## config.mk

```make
export PLATFORM = sky130hd
export DESIGN_NAME = ssef_status_flags
export DESIGN_NICKNAME = d
export VERILOG_FILES = /design/src/hdl/ssef_pkg.sv /design/src/hdl/ssef_flag_cell.sv /design/src/hdl/ssef_status_flags.sv
export SDC_FILE = /design/constraint.sdc
export NUM_CORES = 1
export LEC_CHECK = 0
export BUFFER_PORTS_ARGS = -buffer_cell sky130_fd_sc_hd__buf_2
export CORE_ASPECT_RATIO = 1.25
export CORE_UTILIZATION = 40
export DETAILED_ROUTE_END_ITERATION = 8
export HOLD_SLACK_MARGIN = 0.02
export PLACE_DENSITY = 0.67
export SLEW_MARGIN = 20
export SYNTH_ARGS = -nofsm -noshare
export SYNTH_HDL_FRONTEND = slang
export SYNTH_SLANG_ARGS = --single-unit
```

## constraint.sdc

```tcl
create_clock -name mclk -period 1.7 [get_ports mclk]
set_input_delay 0.085 -clock mclk [delete_from_list [all_inputs] [get_ports mclk]]
set_output_delay 0.085 -clock mclk [all_outputs]
set_load 0.02 [all_outputs]
```

## src/hdl/ssef_pkg.sv

```systemverilog
// Purpose: Shared constants for the serial status and error flag block
// Assumes: 8-bit CPU register port, byte addresses
// Notes:   Bit positions are the same for read data and write data

package ssef_pkg;

  // Register addresses
  localparam logic [15:0] SSEF_ADDR_CONTROL_TWO   = 16'h0014;
  localparam logic [15:0] SSEF_ADDR_CONTROL_THREE = 16'h0015;
  localparam logic [15:0] SSEF_ADDR_STATUS_ONE    = 16'h0016;
  localparam logic [15:0] SSEF_ADDR_STATUS_TWO    = 16'h0017;
  localparam logic [15:0] SSEF_ADDR_DATA_BUFFER   = 16'h0018;

  // Control two fields
  localparam int SSEF_C2_TXE_IE  = 7;
  localparam int SSEF_C2_TC_IE   = 6;
  localparam int SSEF_C2_RXF_IE  = 5;
  localparam int SSEF_C2_IDLE_IE = 4;

  // Control three fields
  localparam int SSEF_C3_RX_BIT8 = 7;
  localparam int SSEF_C3_TX_BIT8 = 6;
  localparam int SSEF_C3_OVR_IE  = 3;
  localparam int SSEF_C3_NOISE_IE = 2;
  localparam int SSEF_C3_FRAME_IE = 1;
  localparam int SSEF_C3_PAR_IE  = 0;

  // Status one fields
  localparam int SSEF_S1_TXE   = 7;
  localparam int SSEF_S1_TC    = 6;
  localparam int SSEF_S1_RXF   = 5;
  localparam int SSEF_S1_IDLE  = 4;
  localparam int SSEF_S1_OVR   = 3;
  localparam int SSEF_S1_NOISE = 2;
  localparam int SSEF_S1_FRAME = 1;
  localparam int SSEF_S1_PAR   = 0;

  // Status two fields
  localparam int SSEF_S2_BREAK = 1;
  localparam int SSEF_S2_RPF   = 0;

  // Reset values
  localparam logic       SSEF_RST_SET   = 1'b1;
  localparam logic       SSEF_RST_CLR   = 1'b0;
  localparam logic [7:0] SSEF_BYTE_ZERO = 8'h00;
  localparam logic [3:0] SSEF_NIB_ZERO  = 4'h0;

endpackage : ssef_pkg

```

## src/hdl/ssef_flag_cell.sv

```systemverilog
// Purpose: One clearable sticky flag with a read-then-access clear sequence
// Assumes: Snapshot and clear access never fall in the same cycle
// Notes:   A set in the clearing cycle wins over the clear

`timescale 1ns/100ps

module ssef_flag_cell #(
  parameter logic RESET_VAL = 1'b0
) (
  input  wire logic mclk,
  input  wire logic sys_rst,
  input  wire logic set_evt,
  input  wire logic snap_evt,
  input  wire logic clear_evt,
  output logic      flag
);

  logic seen;

  // Remember whether the flag stood at the status read
  always_ff @(posedge mclk) begin
    if (sys_rst) begin
      seen <= 1'b0;
    end else if (snap_evt) begin
      seen <= flag;
    end else if (clear_evt) begin
      seen <= 1'b0;
    end
  end

  // Only a flag seen at the status read is cleared; late sets survive
  always_ff @(posedge mclk) begin
    if (sys_rst) begin
      flag <= RESET_VAL;
    end else if (set_evt) begin
      flag <= 1'b1;
    end else if (clear_evt && seen) begin
      flag <= 1'b0;
    end
  end

endmodule : ssef_flag_cell

```

## src/hdl/ssef_status_flags.sv

```systemverilog
// Purpose: Status, error flags and data buffer of an asynchronous serial unit
// Assumes: Datapath events are one-cycle pulses synchronous to mclk
// Notes:   Baud generation and shift registers live outside this block
//
// Summary of operation
// - Four reset-cleared enables gate overrun, noise, framing, parity onto error request.
// - Tx-empty set on buffer hand-off and by reset; status read then write clears.
// - Tx-complete set while empty and idle, reset sets, clears when anything queued.
// - Line may start up to 1.5 transmitter clocks after queuing.
// - Rx-full set when a character loads; reset clears; status then data read clears.
// - Idle set after 10 or 11 ones; interrupt when enabled; read sequence clears.
// - Idle stays unarmed after enabling or clearing until a character sets rx-full.
// - Character during rx-full sets overrun, is discarded, buffer kept.
// - Data read clears overrun only if overrun stood at the status read.
// - Noise flag set on line noise, interrupts when enabled, read sequence clears.
// - Framing flag set on zero stop bit, interrupts when enabled, read sequence clears.
// - Parity flag set on parity failure, interrupts when enabled, read sequence clears.
// - Break sets break, framing and rx-full, clears ninth bit; the break flag itself has no interrupt.
// - Status two then data read clears break; rearms only after ones seen.
// - In-progress flag set by zero at first sample slot, cleared on false start or idle.
// - One data address reads received byte and writes transmit byte; reset leaves it.

`timescale 1ns/100ps

module ssef_status_flags
  import ssef_pkg::*;
(
  input  wire logic        mclk,
  input  wire logic        sys_rst,
  // CPU register port
  input  wire logic [15:0] cpu_addr,
  input  wire logic        cpu_rd,
  input  wire logic        cpu_wr,
  input  wire logic [7:0]  cpu_wdata,
  output logic [7:0]       cpu_rdata,
  // Configuration from the other control registers
  input  wire logic        rx_enable,
  input  wire logic        nine_bit_mode,
  // Receive datapath events
  input  wire logic        rx_char_done,
  input  wire logic [7:0]  rx_char_data,
  input  wire logic        rx_char_bit8,
  input  wire logic        rx_noise,
  input  wire logic        rx_frame_err,
  input  wire logic        rx_parity_err,
  input  wire logic        rx_break,
  input  wire logic        rx_line_high,
  input  wire logic        rx_idle_char,
  input  wire logic        rx_start_seen,
  input  wire logic        rx_false_start,
  // Transmit datapath
  input  wire logic        tx_load_taken,
  input  wire logic        tx_busy,
  input  wire logic        tx_queued,
  output logic [7:0]       tx_data_out,
  output logic             tx_ninth_out,
  output logic             tx_data_valid,
  // Interrupt requests and received ninth bit
  output logic             tx_irq,
  output logic             rx_irq,
  output logic             rx_err_irq,
  output logic             rx_ninth_bit
);

  // Address compare used by every access decode
  function automatic logic ssef_hit(input logic [15:0] a, input logic [15:0] off);
    ssef_hit = (a == off);
  endfunction : ssef_hit

  logic [3:0] ctl_two;
  logic [3:0] err_enables;
  logic [7:0] rx_buffer;
  logic       tx_empty_flag, tx_complete_flag, rx_full_flag, idle_flag;
  logic       overrun_flag, noise_flag, framing_error_flag, parity_error_flag;
  logic       break_detect_flag, rx_in_progress_flag;
  logic       idle_armed, break_armed, rx_enable_q, idle_q;
  logic       overrun_irq_enable, noise_irq_enable, framing_irq_enable, parity_irq_enable;
  logic       tx_empty_irq_enable, tx_complete_irq_enable, rx_full_irq_enable;
  logic       idle_irq_enable;
  logic       rd_s1, rd_s2, rd_data, wr_data, wr_c2, wr_c3;
  logic       brk_evt, accept, ovr_evt, idle_set;

  // Access decode
  assign rd_s1   = cpu_rd && ssef_hit(cpu_addr, SSEF_ADDR_STATUS_ONE);
  assign rd_s2   = cpu_rd && ssef_hit(cpu_addr, SSEF_ADDR_STATUS_TWO);
  assign rd_data = cpu_rd && ssef_hit(cpu_addr, SSEF_ADDR_DATA_BUFFER);
  assign wr_data = cpu_wr && ssef_hit(cpu_addr, SSEF_ADDR_DATA_BUFFER);
  assign wr_c2   = cpu_wr && ssef_hit(cpu_addr, SSEF_ADDR_CONTROL_TWO);
  assign wr_c3   = cpu_wr && ssef_hit(cpu_addr, SSEF_ADDR_CONTROL_THREE);

  // Field aliases
  assign tx_empty_irq_enable    = ctl_two[SSEF_C2_TXE_IE - SSEF_C2_IDLE_IE];
  assign tx_complete_irq_enable = ctl_two[SSEF_C2_TC_IE - SSEF_C2_IDLE_IE];
  assign rx_full_irq_enable     = ctl_two[SSEF_C2_RXF_IE - SSEF_C2_IDLE_IE];
  assign idle_irq_enable        = ctl_two[SSEF_C2_IDLE_IE - SSEF_C2_IDLE_IE];
  assign overrun_irq_enable     = err_enables[SSEF_C3_OVR_IE];
  assign noise_irq_enable       = err_enables[SSEF_C3_NOISE_IE];
  assign framing_irq_enable     = err_enables[SSEF_C3_FRAME_IE];
  assign parity_irq_enable      = err_enables[SSEF_C3_PAR_IE];

  // Receive events; a break counts only once the line has shown ones again
  assign brk_evt  = rx_break && break_armed;
  assign accept   = (rx_char_done || brk_evt) && !rx_full_flag;
  assign ovr_evt  = rx_char_done && rx_full_flag;
  assign idle_set = rx_idle_char && idle_armed;

  // Interrupt enable registers, all cleared by reset
  always_ff @(posedge mclk) begin
    if (sys_rst) begin
      ctl_two     <= SSEF_NIB_ZERO;
      err_enables <= SSEF_NIB_ZERO;
    end else begin
      if (wr_c2) begin
        ctl_two <= cpu_wdata[SSEF_C2_TXE_IE:SSEF_C2_IDLE_IE];
      end
      if (wr_c3) begin
        err_enables <= cpu_wdata[SSEF_C3_OVR_IE:SSEF_C3_PAR_IE];
      end
    end
  end

  // Transmit ninth bit
  always_ff @(posedge mclk) begin
    if (sys_rst) begin
      tx_ninth_out <= SSEF_RST_CLR;
    end else if (wr_c3) begin
      tx_ninth_out <= cpu_wdata[SSEF_C3_TX_BIT8];
    end
  end

  // Data buffers: separate receive and transmit storage, untouched by reset
  always_ff @(posedge mclk) begin
    if (wr_data) begin
      tx_data_out <= cpu_wdata;
    end
    if (accept) begin
      rx_buffer <= brk_evt ? SSEF_BYTE_ZERO : rx_char_data;
    end
  end

  // Received ninth bit; in 8-bit mode it mirrors bit 7
  // A break loads zeros, so the ninth bit clears in either mode
  always_ff @(posedge mclk) begin
    if (accept) begin
      if (brk_evt) begin
        rx_ninth_bit <= SSEF_RST_CLR;
      end else begin
        rx_ninth_bit <= nine_bit_mode ? rx_char_bit8 : rx_char_data[7];
      end
    end
  end

  // Sticky flags with their read-then-access clear sequences
  ssef_flag_cell #(.RESET_VAL(SSEF_RST_SET)) u_txe (
    .mclk(mclk), .sys_rst(sys_rst), .set_evt(tx_load_taken), .snap_evt(rd_s1),
    .clear_evt(wr_data), .flag(tx_empty_flag));
  ssef_flag_cell #(.RESET_VAL(SSEF_RST_CLR)) u_rxf (
    .mclk(mclk), .sys_rst(sys_rst), .set_evt(accept), .snap_evt(rd_s1),
    .clear_evt(rd_data), .flag(rx_full_flag));
  ssef_flag_cell #(.RESET_VAL(SSEF_RST_CLR)) u_idle (
    .mclk(mclk), .sys_rst(sys_rst), .set_evt(idle_set), .snap_evt(rd_s1),
    .clear_evt(rd_data), .flag(idle_flag));
  ssef_flag_cell #(.RESET_VAL(SSEF_RST_CLR)) u_ovr (
    .mclk(mclk), .sys_rst(sys_rst), .set_evt(ovr_evt), .snap_evt(rd_s1),
    .clear_evt(rd_data), .flag(overrun_flag));
  ssef_flag_cell #(.RESET_VAL(SSEF_RST_CLR)) u_noise (
    .mclk(mclk), .sys_rst(sys_rst), .set_evt(rx_noise), .snap_evt(rd_s1),
    .clear_evt(rd_data), .flag(noise_flag));
  ssef_flag_cell #(.RESET_VAL(SSEF_RST_CLR)) u_frame (
    .mclk(mclk), .sys_rst(sys_rst), .set_evt(rx_frame_err || brk_evt), .snap_evt(rd_s1),
    .clear_evt(rd_data), .flag(framing_error_flag));
  ssef_flag_cell #(.RESET_VAL(SSEF_RST_CLR)) u_par (
    .mclk(mclk), .sys_rst(sys_rst), .set_evt(rx_parity_err), .snap_evt(rd_s1),
    .clear_evt(rd_data), .flag(parity_error_flag));
  ssef_flag_cell #(.RESET_VAL(SSEF_RST_CLR)) u_brk (
    .mclk(mclk), .sys_rst(sys_rst), .set_evt(brk_evt), .snap_evt(rd_s2),
    .clear_evt(rd_data), .flag(break_detect_flag));

  // Transmission complete follows the empty and idle state, drops on any queue
  // Start on the line may lag by up to 1.5 bit clocks, so clear at queue time
  always_ff @(posedge mclk) begin
    if (sys_rst) begin
      tx_complete_flag <= SSEF_RST_SET;
    end else if (wr_data || tx_queued) begin
      tx_complete_flag <= 1'b0;
    end else begin
      tx_complete_flag <= tx_empty_flag && !tx_busy;
    end
  end

  // Edge history for idle arming
  always_ff @(posedge mclk) begin
    if (sys_rst) begin
      rx_enable_q <= SSEF_RST_CLR;
      idle_q      <= SSEF_RST_CLR;
    end else begin
      rx_enable_q <= rx_enable;
      idle_q      <= idle_flag;
    end
  end

  // Idle detection armed only by an accepted character
  always_ff @(posedge mclk) begin
    if (sys_rst) begin
      idle_armed <= SSEF_RST_CLR;
    end else if (accept && rx_char_done) begin
      idle_armed <= 1'b1;
    end else if ((rx_enable && !rx_enable_q) || (idle_q && !idle_flag) || idle_set) begin
      idle_armed <= 1'b0;
    end
  end

  // Break rearm needs ones on the line; a stuck-low line gives one break only
  always_ff @(posedge mclk) begin
    if (sys_rst) begin
      break_armed <= SSEF_RST_SET;
    end else if (brk_evt) begin
      break_armed <= 1'b0;
    end else if (rx_line_high) begin
      break_armed <= 1'b1;
    end
  end

  // Reception in progress; a new start wins over a same-cycle clear
  always_ff @(posedge mclk) begin
    if (sys_rst) begin
      rx_in_progress_flag <= SSEF_RST_CLR;
    end else if (rx_start_seen) begin
      rx_in_progress_flag <= 1'b1;
    end else if (rx_false_start || rx_idle_char) begin
      rx_in_progress_flag <= 1'b0;
    end
  end

  // Read data, registered; unmapped addresses read as zero
  always_ff @(posedge mclk) begin
    if (sys_rst) begin
      cpu_rdata <= SSEF_BYTE_ZERO;
    end else if (cpu_rd) begin
      cpu_rdata <= SSEF_BYTE_ZERO;
      case (cpu_addr)
        SSEF_ADDR_CONTROL_TWO: begin
          cpu_rdata[SSEF_C2_TXE_IE:SSEF_C2_IDLE_IE] <= ctl_two;
        end
        SSEF_ADDR_CONTROL_THREE: begin
          cpu_rdata[SSEF_C3_RX_BIT8]               <= rx_ninth_bit;
          cpu_rdata[SSEF_C3_TX_BIT8]               <= tx_ninth_out;
          cpu_rdata[SSEF_C3_OVR_IE:SSEF_C3_PAR_IE] <= err_enables;
        end
        SSEF_ADDR_STATUS_ONE: begin
          cpu_rdata[SSEF_S1_TXE]   <= tx_empty_flag;
          cpu_rdata[SSEF_S1_TC]    <= tx_complete_flag;
          cpu_rdata[SSEF_S1_RXF]   <= rx_full_flag;
          cpu_rdata[SSEF_S1_IDLE]  <= idle_flag;
          cpu_rdata[SSEF_S1_OVR]   <= overrun_flag;
          cpu_rdata[SSEF_S1_NOISE] <= noise_flag;
          cpu_rdata[SSEF_S1_FRAME] <= framing_error_flag;
          cpu_rdata[SSEF_S1_PAR]   <= parity_error_flag;
        end
        SSEF_ADDR_STATUS_TWO: begin
          cpu_rdata[SSEF_S2_BREAK] <= break_detect_flag;
          cpu_rdata[SSEF_S2_RPF]   <= rx_in_progress_flag;
        end
        SSEF_ADDR_DATA_BUFFER: begin
          cpu_rdata <= rx_buffer;
        end
        default: begin
          cpu_rdata <= SSEF_BYTE_ZERO;
        end
      endcase
    end
  end

  // Interrupt requests; break and in-progress flags never interrupt
  assign tx_data_valid = !tx_empty_flag;
  assign tx_irq     = (tx_empty_flag && tx_empty_irq_enable)
                   || (tx_complete_flag && tx_complete_irq_enable);
  assign rx_irq     = (rx_full_flag && rx_full_irq_enable)
                   || (idle_flag && idle_irq_enable);
  assign rx_err_irq = (overrun_flag && overrun_irq_enable)
                   || (noise_flag && noise_irq_enable)
                   || (framing_error_flag && framing_irq_enable)
                   || (parity_error_flag && parity_irq_enable);
endmodule : ssef_status_flags

```

======== After elaboration in Yosys (flattened, before gate mapping) ========
Cells that the tools add are included.
operators by class
  equal/unequal tests ..................... 5
  reductions and logical operators ........ 60
  multiplexer cells ....................... 36
operators with widths
  operator             number
  $eq 16x5->1 const B  5
  $mux 1               32
  $logic_and 1x1->1    30
  $reduce_bool 2->1    13
  $pmux 2 s4           2
  $pmux 2 s3           2
  $logic_or 1x1->1     11
  $logic_not 1->1      5
  $reduce_or 2->1      1
word-level totals
  flip-flop bits (word level) ............. 56
  word-level logic and storage cells ...... 130
  output and inout port bits .............. 22
  input port bits ......................... 51

======== Depth between registers and ports, before layout ========
Gate-level depths: netlist of the first run.
  depth in word-level cells ............... 6
  depth in mapped cells ................... 6
  gate-level depth less buffers ........... 4

======== Cells and area by module ========
From an unflattened synthesis of the first run, not the netlist that was laid out.
unflattened totals
  cell total of the unflattened synthesis .. 259
  area, all modules ....................... 2587.5 um^2
modules (own cells, without submodules)
  module                      area an instance (um^2)  sequential area each (um^2)  times used  cells each
  ssef_status_flags           2000.7                   970.9                        1           196
  ssef_flag_cell (u_brk ...)  73.8                     40.0                         7           8
  ssef_flag_cell (u_txe)      70.1                     40.0                         1           7

======== Worst setup path after synthesis of the first run ========
No wires, ideal clock.
  path type ............................... input -> register
  start ................................... input port cpu_addr[7]
  end ..................................... register tx_data_out[0] (enable)
  data required time ...................... 1.386 ns
  stages on the path ...................... 3
  library setup time ...................... 0.314 ns
  buffers on the path ..................... 0
  slack ................................... 0.041 ns
  arrival ................................. 1.345 ns
  cells stage by stage .................... or4_4 > nor4_4 > and2_2
between the ends
  longest elaborated chain between the ends .. 2
ends and longest elaborated chain
  what                  RTL line                  text
  start, declared       ssef_status_flags.sv:31   input wire logic [15:0] cpu_addr,
  $eq 16x5->1           ssef_status_flags.sv:67   ssef_hit = (a == off);
  $logic_and 1x1->1     ssef_status_flags.sv:87   assign wr_data = cpu_wr && ssef_hit(cpu_addr, SSEF_ADDR_DATA_BUFFER);
  via u_txe.clear_evt   ssef_flag_cell.sv:14      input wire logic clear_evt,
  end signal, assigned  ssef_status_flags.sv:134  tx_data_out <= cpu_wdata;
  end, declared         ssef_status_flags.sv:55   output logic [7:0] tx_data_out,
The timed path passes the listed nets, and every way through them passes these cells.
A chain may end at the register's enable or synchronous reset.

======== Worst setup path in the final report of the first run ========
  start ................................... input port cpu_addr[7]
  end ..................................... register u_noise.flag
between the ends
  longest elaborated chain between the ends .. 4
ends and longest elaborated chain
  what                         RTL line                 text
  $eq 16x5->1                  ssef_status_flags.sv:67
  $logic_and 1x1->1            ssef_status_flags.sv:86  assign rd_data = cpu_rd && ssef_hit(cpu_addr, SSEF_ADDR_DATA_BUFFER);
  $logic_and 1x1->1            ssef_flag_cell.sv:37     end else if (clear_evt && seen) begin
  $reduce_bool 2->1 (no line)  --
  end signal, assigned         ssef_flag_cell.sv:34     flag <= RESET_VAL;
  end signal, assigned         ssef_flag_cell.sv:36     flag <= 1'b1;
  end signal, assigned         ssef_flag_cell.sv:38     flag <= 1'b0;
  end, declared                ssef_flag_cell.sv:15     output logic flag
Every way passes these cells.

==> impl_metrics.tcl, run 1 <==
set metrics [dict create \
    worstSetupStartpointType "input port" \
    rows 31 \
    setup_viol 0 \
    antenna_left 0 \
    place_congestion 0.849 \
    grt_start_max_net_pins 18 \
    area_growth_pct 33.5 \
    clock-sinks 56 \
    powerDensity_nw_per_um2 729 \
    cap_violations 0 \
    power_w 0.00244 \
    ys_seq_area_share_pct 51.4 \
    avgSynthCellArea_sq_um 10.0 \
    fin_nets 410 \
    max_freq_mhz 681 \
    async_flop_share_pct 0 \
    ys.flop_type "dfxtp_1" \
    synth_edf_count 17 \
    vias_per_cell 5.43 \
    ys_types 44 \
    clk_root_buffer_cell "clkbuf_8" \
    grt_pass1_vias 2276 \
    drc_errors 0 \
    grt_pass1_wl_mm 11.0 \
    coreArea_sq_um 5930 \
    hp-class "input port to register" \
    grt_setup_unrepaired "false" \
    cp_max_fo 6 \
    maxSlewHeadroom_pct 69.6 \
    num_vias 2398 \
    synth_area_sq_um 2510 \
    ys_seq_elements 56 \
    ctsResizeCount 0 \
    placed_cells 421 \
    peakVddDrop_mv 0.377 \
    tritoncts "done" \
    grt-ovfl-total 0 \
    worst_pin_slew_ns 0.454 \
    drv_slew 0 \
    fp.dieArea_sq_um 6600 \
    numCtsBuffers 5 \
    final.period_utilization_pct 86.4 \
    syn_inst 250 \
    arrival_ns 1.66 \
    min_period_ns 1.47 \
    final_cells 442 \
    die_w_um 72.9 \
    fp.dieH_um 90.6 \
    final-hold-violation-count 0 \
    start_util_pct 42.3 \
    crit_type "input port to register" \
    worstPathRequired_ns 1.89 \
    io_buffers 72 \
    fillCellCount 564 \
    first_pass_iters 5 \
    antenna_found_initial 0 \
    leakage_nw 1.39 \
    avgRoutedWirePerCell_um 15.8 \
    drt-total-wl_mm 7.00 \
    insertion_delay_ns 0.32 \
    cts_buffer_depth 2 \
    clk_pin_slew_ns 0.09 \
    antenna_cells 0 \
    dp_hpwl_mm 5.34 \
    endpoint_kind "register" \
    h-tree-depth 2 \
    syn_nets 301 \
    ioPinCount 73 \
    yosys_warnings 0 \
    grt_util_all_layers_pct 22.2 \
    final_layout_size_suffix_gt1_share_pct 32.8 \
    status "completed" \
    clock_skew_ns 0.00670 \
    drtIter0Drc 139 \
]
cell families after synthesis:
family / after synthesis / synth area share, %
AO/OA/AOI/OAI: 77 / 21.2
buffers and inverters: 21 / 3.29
flip-flops: 56 / 51.4
multiplexers: 4 / 1.60
AND/OR/NAND/NOR: 92 / 22.5
where the power goes:
part | total, W | switching (W) | leakage (nW) | internal, W
logic | 0.000275 | 0.000136 | 0.864 | 0.000139
registers | 0.00145 | 0.0000289 | 0.479 | 0.00142
clock network | 0.000722 | 0.000431 | 0.0455 | 0.000290
total | 0.00244 | 0.000596 | 1.39 | 0.00185
worst paths after layout:
check	from	end	slack [ns]	cells after the start
worst min-delay path	rx_line_high	break_armed$_SDFFE_PP1P_	0.02	3
worst min register to register	u_par.seen$_SDFFE_PP0P_	u_par.flag$_SDFFE_PP0P_	0.45	1
worst max-delay path	cpu_addr[7]	u_noise.flag$_SDFFE_PP0P_	0.23	6
worst max register to register	rx_buffer[4]$_SDFFCE_PP0P_	cpu_rdata[4]$_SDFFE_PP0P_	0.59	3
registers in the layout, indices dropped and copies added (netlist names), 4 cells and up:
register	cells
ctl_two	4
err_enables	4
cpu_rdata	8
rx_buffer	8
tx_data_out	8
layout by cell type, fill, tap and decap left out, types with 3 or more instances in the layout:
master | synthesis | final
a311oi_1 | 5 | 5
o32ai_1 | 3 | 3
a21oi_1 | 18 | 18
dlygate4sd3_1 | 0 | 13
nand4_1 | 3 | 3
a32o_1 | 8 | 8
nand3_1 | 19 | 19
o41ai_1 | 5 | 5
mux2i_1 | 4 | 4
a22oi_1 | 4 | 4
a22o_1 | 7 | 7
nand2b_1 | 6 | 6
buf_2 | 3 | 72
nand2_1 | 9 | 9
nor2_1 | 14 | 14
clkbuf_8 | 0 | 5
and2_1 | 12 | 12
buf_4 | 0 | 28
edfxtp_1 | 17 | 17
nor2b_1 | 4 | 4
dfxtp_1 | 39 | 39
and3_1 | 4 | 4
o21ai_0 | 19 | 19
inv_1 | 10 | 10
routing by layer:
layer / vias to the layer above / part of all wire [%] / global-route usage, % / routed length (um)
li1: 1173 / - / - / -
met1: 1147 / 42 / 25.4 / 2950
met2: 73 / 52 / 40.3 / 3620
met3: 5 / 4.8 / 4.46 / 336
met4: 0 / 1.3 / 6.86 / 89
met5: - / 0 / 0 / 0
Yosys cell counts (all sizes together), types with 7 or more instances:
cell type   n  area [sq um]
dfxtp      39           781
edfxtp     17           510
nand2       9          33.8
nand3      19          95.1
nor2       14          52.6
clkbuf      8          30.0
a21oi      18          90.1
a32o        8          80.1
inv        10          37.5
and2       13          82.6
a22o        7          61.3
o21ai      19          95.1
per-stage QoR:
| stage | cell area [sq um] | utilization [%] | hold WS [ns] | setup slack, ns | setup TNS [ns] |
|---|---|---|---|---|---|
| floorplan | 2510 | - | 0.180 | 0.0407 | 0 |
| global placement | 3140 | 52.9 | 0.280 | -0.0817 | -0.557 |
| detailed placement | 3140 | 52.9 | 0.278 | -0.0931 | -0.667 |
| CTS | 3350 | 56.5 | 0.0218 | 0.249 | 0 |
| global route | 3350 | 56.5 | 0.0359 | 0.139 | 0 |
| finish | 3350 | 56.5 | 0.0221 | 0.231 | 0 |
layout make-up:
type	instances	area, sq um	share of cell area, %
clock buffer	6	72.6	2.16
clock inverter	2	11.3	0.336
inverter	10	37.5	1.12
multi-input combinational	173	1140	33.9
sequential	56	1290	38.5
tap	82	103	3.06
timing repair buffer	113	701	20.9
what timing repair did:
action,in CTS,in global routing
hold endpoints to repair,12,0
buffers inserted,0,0
endpoints found under the setup margin,0,0
hold buffers,13,0
critical path, cell delays in order:
cell,delay [ns]
buf_2,0.11
or4_4,0.56
nor4_4,0.32
buf_4,0.17
and2_1,0.28
a311oi_1,0.14
No activity file was read; power rests on OpenSTA's default activity.
==> run 2: changes to the inputs <==
==> constraint.sdc (replaced) <==
create_clock -name mclk -period 1.7 [get_ports mclk]
set_input_delay 0.255 -clock mclk [delete_from_list [all_inputs] [get_ports mclk]]
set_output_delay 0.255 -clock mclk [all_outputs]
set_load 0.02 [all_outputs]
==> run 2 against run 1 <==
Effect of this change:
- die area did not move
- non-clock buffer count is 8 lower
- clock power decreased by 1%
- utilization shrank 1.5 points
- hold slack improved by 0.097 ns
- final cell count shrank 1.8%
- count of clock-buffer cells in the layout unchanged
- largest power group unchanged
- critical endpoint is now u_idle.flag$_SDFFE_PP0P_
==> impl_metrics.tcl, run 2 (same netlist as run 1, synthesis figures left out) <==
set metrics [dict create \
    fillCellCount 568 \
    fp.dieH_um 90.6 \
    antenna_left 0 \
    status "completed" \
    tritoncts "done" \
    worst_slack_ns 0.0711 \
    peakVddDrop_mv 0.323 \
    area_growth_pct 30.0 \
    clkPwrFrac_pct 29.6 \
    crit_type "input port to register" \
    hold_path_depth 2 \
    placed_cells 425 \
    grt.met3_usage_pct 2.90 \
    layout_common_cells "buf_2, dfxtp_1, buf_4" \
    clk_root_buffer_cell "clkbuf_8" \
    place_congestion 0.860 \
    power_w 0.00241 \
    worstPathRequired_ns 1.90 \
    grt_util_all_layers_pct 21.3 \
    ioPinCount 73 \
    placed_area_sq_um 3170 \
    avgRoutedWirePerCell_um 15.5 \
    drc_errors 0 \
    final.period_utilization_pct 95.8 \
    grtUsageMet2_pct 37.1 \
    r2r_cells 3 \
    start_util_pct 42.3 \
    grt-ovfl-total 0 \
    grt_pass1_vias 2242 \
    maxSlewHeadroom_pct 71.7 \
    coreArea_sq_um 5930 \
    top_regs "cpu_rdata x8, rx_buffer x8, tx_data_out x8" \
    first_pass_iters 4 \
    antenna_cells 0 \
    hold_ws_ns 0.119 \
    p_int_w 0.00183 \
    worstHoldStart "tx_busy" \
    r2r_start "u_txe.flag$_SDFFE_PP1P_" \
    cap_violations 0 \
    vias_per_cell 5.40 \
    clock-sinks 56 \
    final_cells 434 \
    layout_commonest_cell "buf_2" \
    worstSetupStartpointType "input port" \
    drv_slew 0 \
    drtIter0Drc 119 \
    dp_worst_setup_slack_ns -0.300 \
    clock_skew_ns 0.0107 \
    grt_pass1_wl_mm 10.7 \
    switching_share_pct 24.2 \
    fin_nets 402 \
    min_period_ns 1.63 \
    p_seq_share_pct 60.0 \
    rows 31 \
    hp-class "input port to register" \
    cp_max_fo 3 \
    antenna_found_initial 0 \
    die_w_um 72.9 \
    fp.dieArea_sq_um 6600 \
    powerDensity_nw_per_um2 740 \
    worstHoldEndpoint "tx_complete_flag$_SDFF_PP1_" \
    power_switching_w 0.000583 \
    io_buffers 72 \
    drt-total-wl_mm 6.71 \
    numCtsBuffers 5 \
    comb_power_share_pct 10.5 \
    grt_start_max_net_pins 18 \
    dp_hpwl_mm 5.32 \
    reg2reg_to "cpu_rdata[7]$_SDFFE_PP0P_" \
    num_vias 2345 \
    busiest_layer "met2" \
    arrival_ns 1.83 \
    setup_viol 0 \
    regToRegSetupSlack_ns 0.59 \
    cts_buffer_depth 2 \
    insertion_delay_ns 0.31 \
    final_area_sq_um 3260 \
    worst_pin_slew_ns 0.423 \
    h-tree-depth 2 \
    final-hold-violation-count 0 \
    grt_setup_unrepaired "false" \
    clk_pin_slew_ns 0.10 \
    met1_usage_pct 25.5 \
    max_freq_mhz 614 \
    endpoint_kind "register" \
    final_layout_size_suffix_gt1_share_pct 35.2 \
    leakage_nw 1.36 \
]
==> run 2: critical path, stage by stage <==
cell and delay (ns):
buf_2 0.10, or4_4 0.55, nor4_4 0.36, buf_4 0.18, buf_4 0.09, nand3_1 0.06
a32o_1 0.22
==> run 2: worst max path at each step <==
| stage | slack (ns) | to | from | cells past startpoint |
|---|---|---|---|---|
| 6_report | 0.07 | u_idle.flag$_SDFFE_PP0P_ | cpu_addr[7] | 7 |
| 5_1_grt | 0.02 | u_idle.flag$_SDFFE_PP0P_ | cpu_addr[7] | 7 |
| 4_1_cts | 0.03 | u_ovr.flag$_SDFFE_PP0P_ | cpu_addr[0] | 6 |
| 3_5_place_dp | -0.30 | u_rxf.flag$_SDFFE_PP0P_ | cpu_addr[0] | 5 |
| 3_3_place_gp | -0.28 | u_rxf.flag$_SDFFE_PP0P_ | cpu_addr[0] | 5 |
| 2_1_floorplan | -0.07 | tx_data_out[0]$_DFFE_PP_ | cpu_addr[0] | 3 |
==> run 2: per-stage QoR <==
step,setup TNS (ns),util (%)
2_1_floorplan,-0.694,-
3_3_place_gp,-6.15,53.4
3_5_place_dp,-6.91,53.4
4_1_cts,0,54.8
5_1_grt,0,55.0
6_report,0,55.0
==> run 2: final cells by class <==
class,count,area (sq um),area share (%)
clock buffers,6,72.6,2.22
clock inverters,2,11.3,0.345
inverters,10,37.5,1.15
multi-input cells,173,1140,34.9
flip-flops and latches,56,1290,39.6
well taps,82,103,3.15
repair buffers,105,608,18.6
==> run 2: power groups by stage <==
| stage | clock [W] | combinational, W | sequential (W) |
|---|---|---|---|
| CTS | 0.000721 | 0.000254 | 0.00145 |
| detailed placement | 0 | 0.000253 | 0.00148 |
| global placement | 0 | 0.000248 | 0.00148 |
| global route | 0.000775 | 0.000278 | 0.00145 |
| floorplan | 0 | 0.000117 | 0.00147 |
| finish | 0.000714 | 0.000252 | 0.00145 |
==> run 2: routing by layer <==
| layer | part of all wire [%] | vias to the layer above | wire [um] |
|---|---|---|---|
| met4 | 2.4 | 0 | 160 |
| met3 | 5.2 | 9 | 352 |
| met5 | 0 | - | 0 |
| li1 | - | 1162 | - |
| met2 | 50 | 72 | 3370 |
| met1 | 42 | 1102 | 2830 |
==> run 2: what timing repair did <==
item,CTS,global route
buffers inserted,0,1
hold buffers,0,0
setup endpoints to repair,0,9
resized for setup,0,1
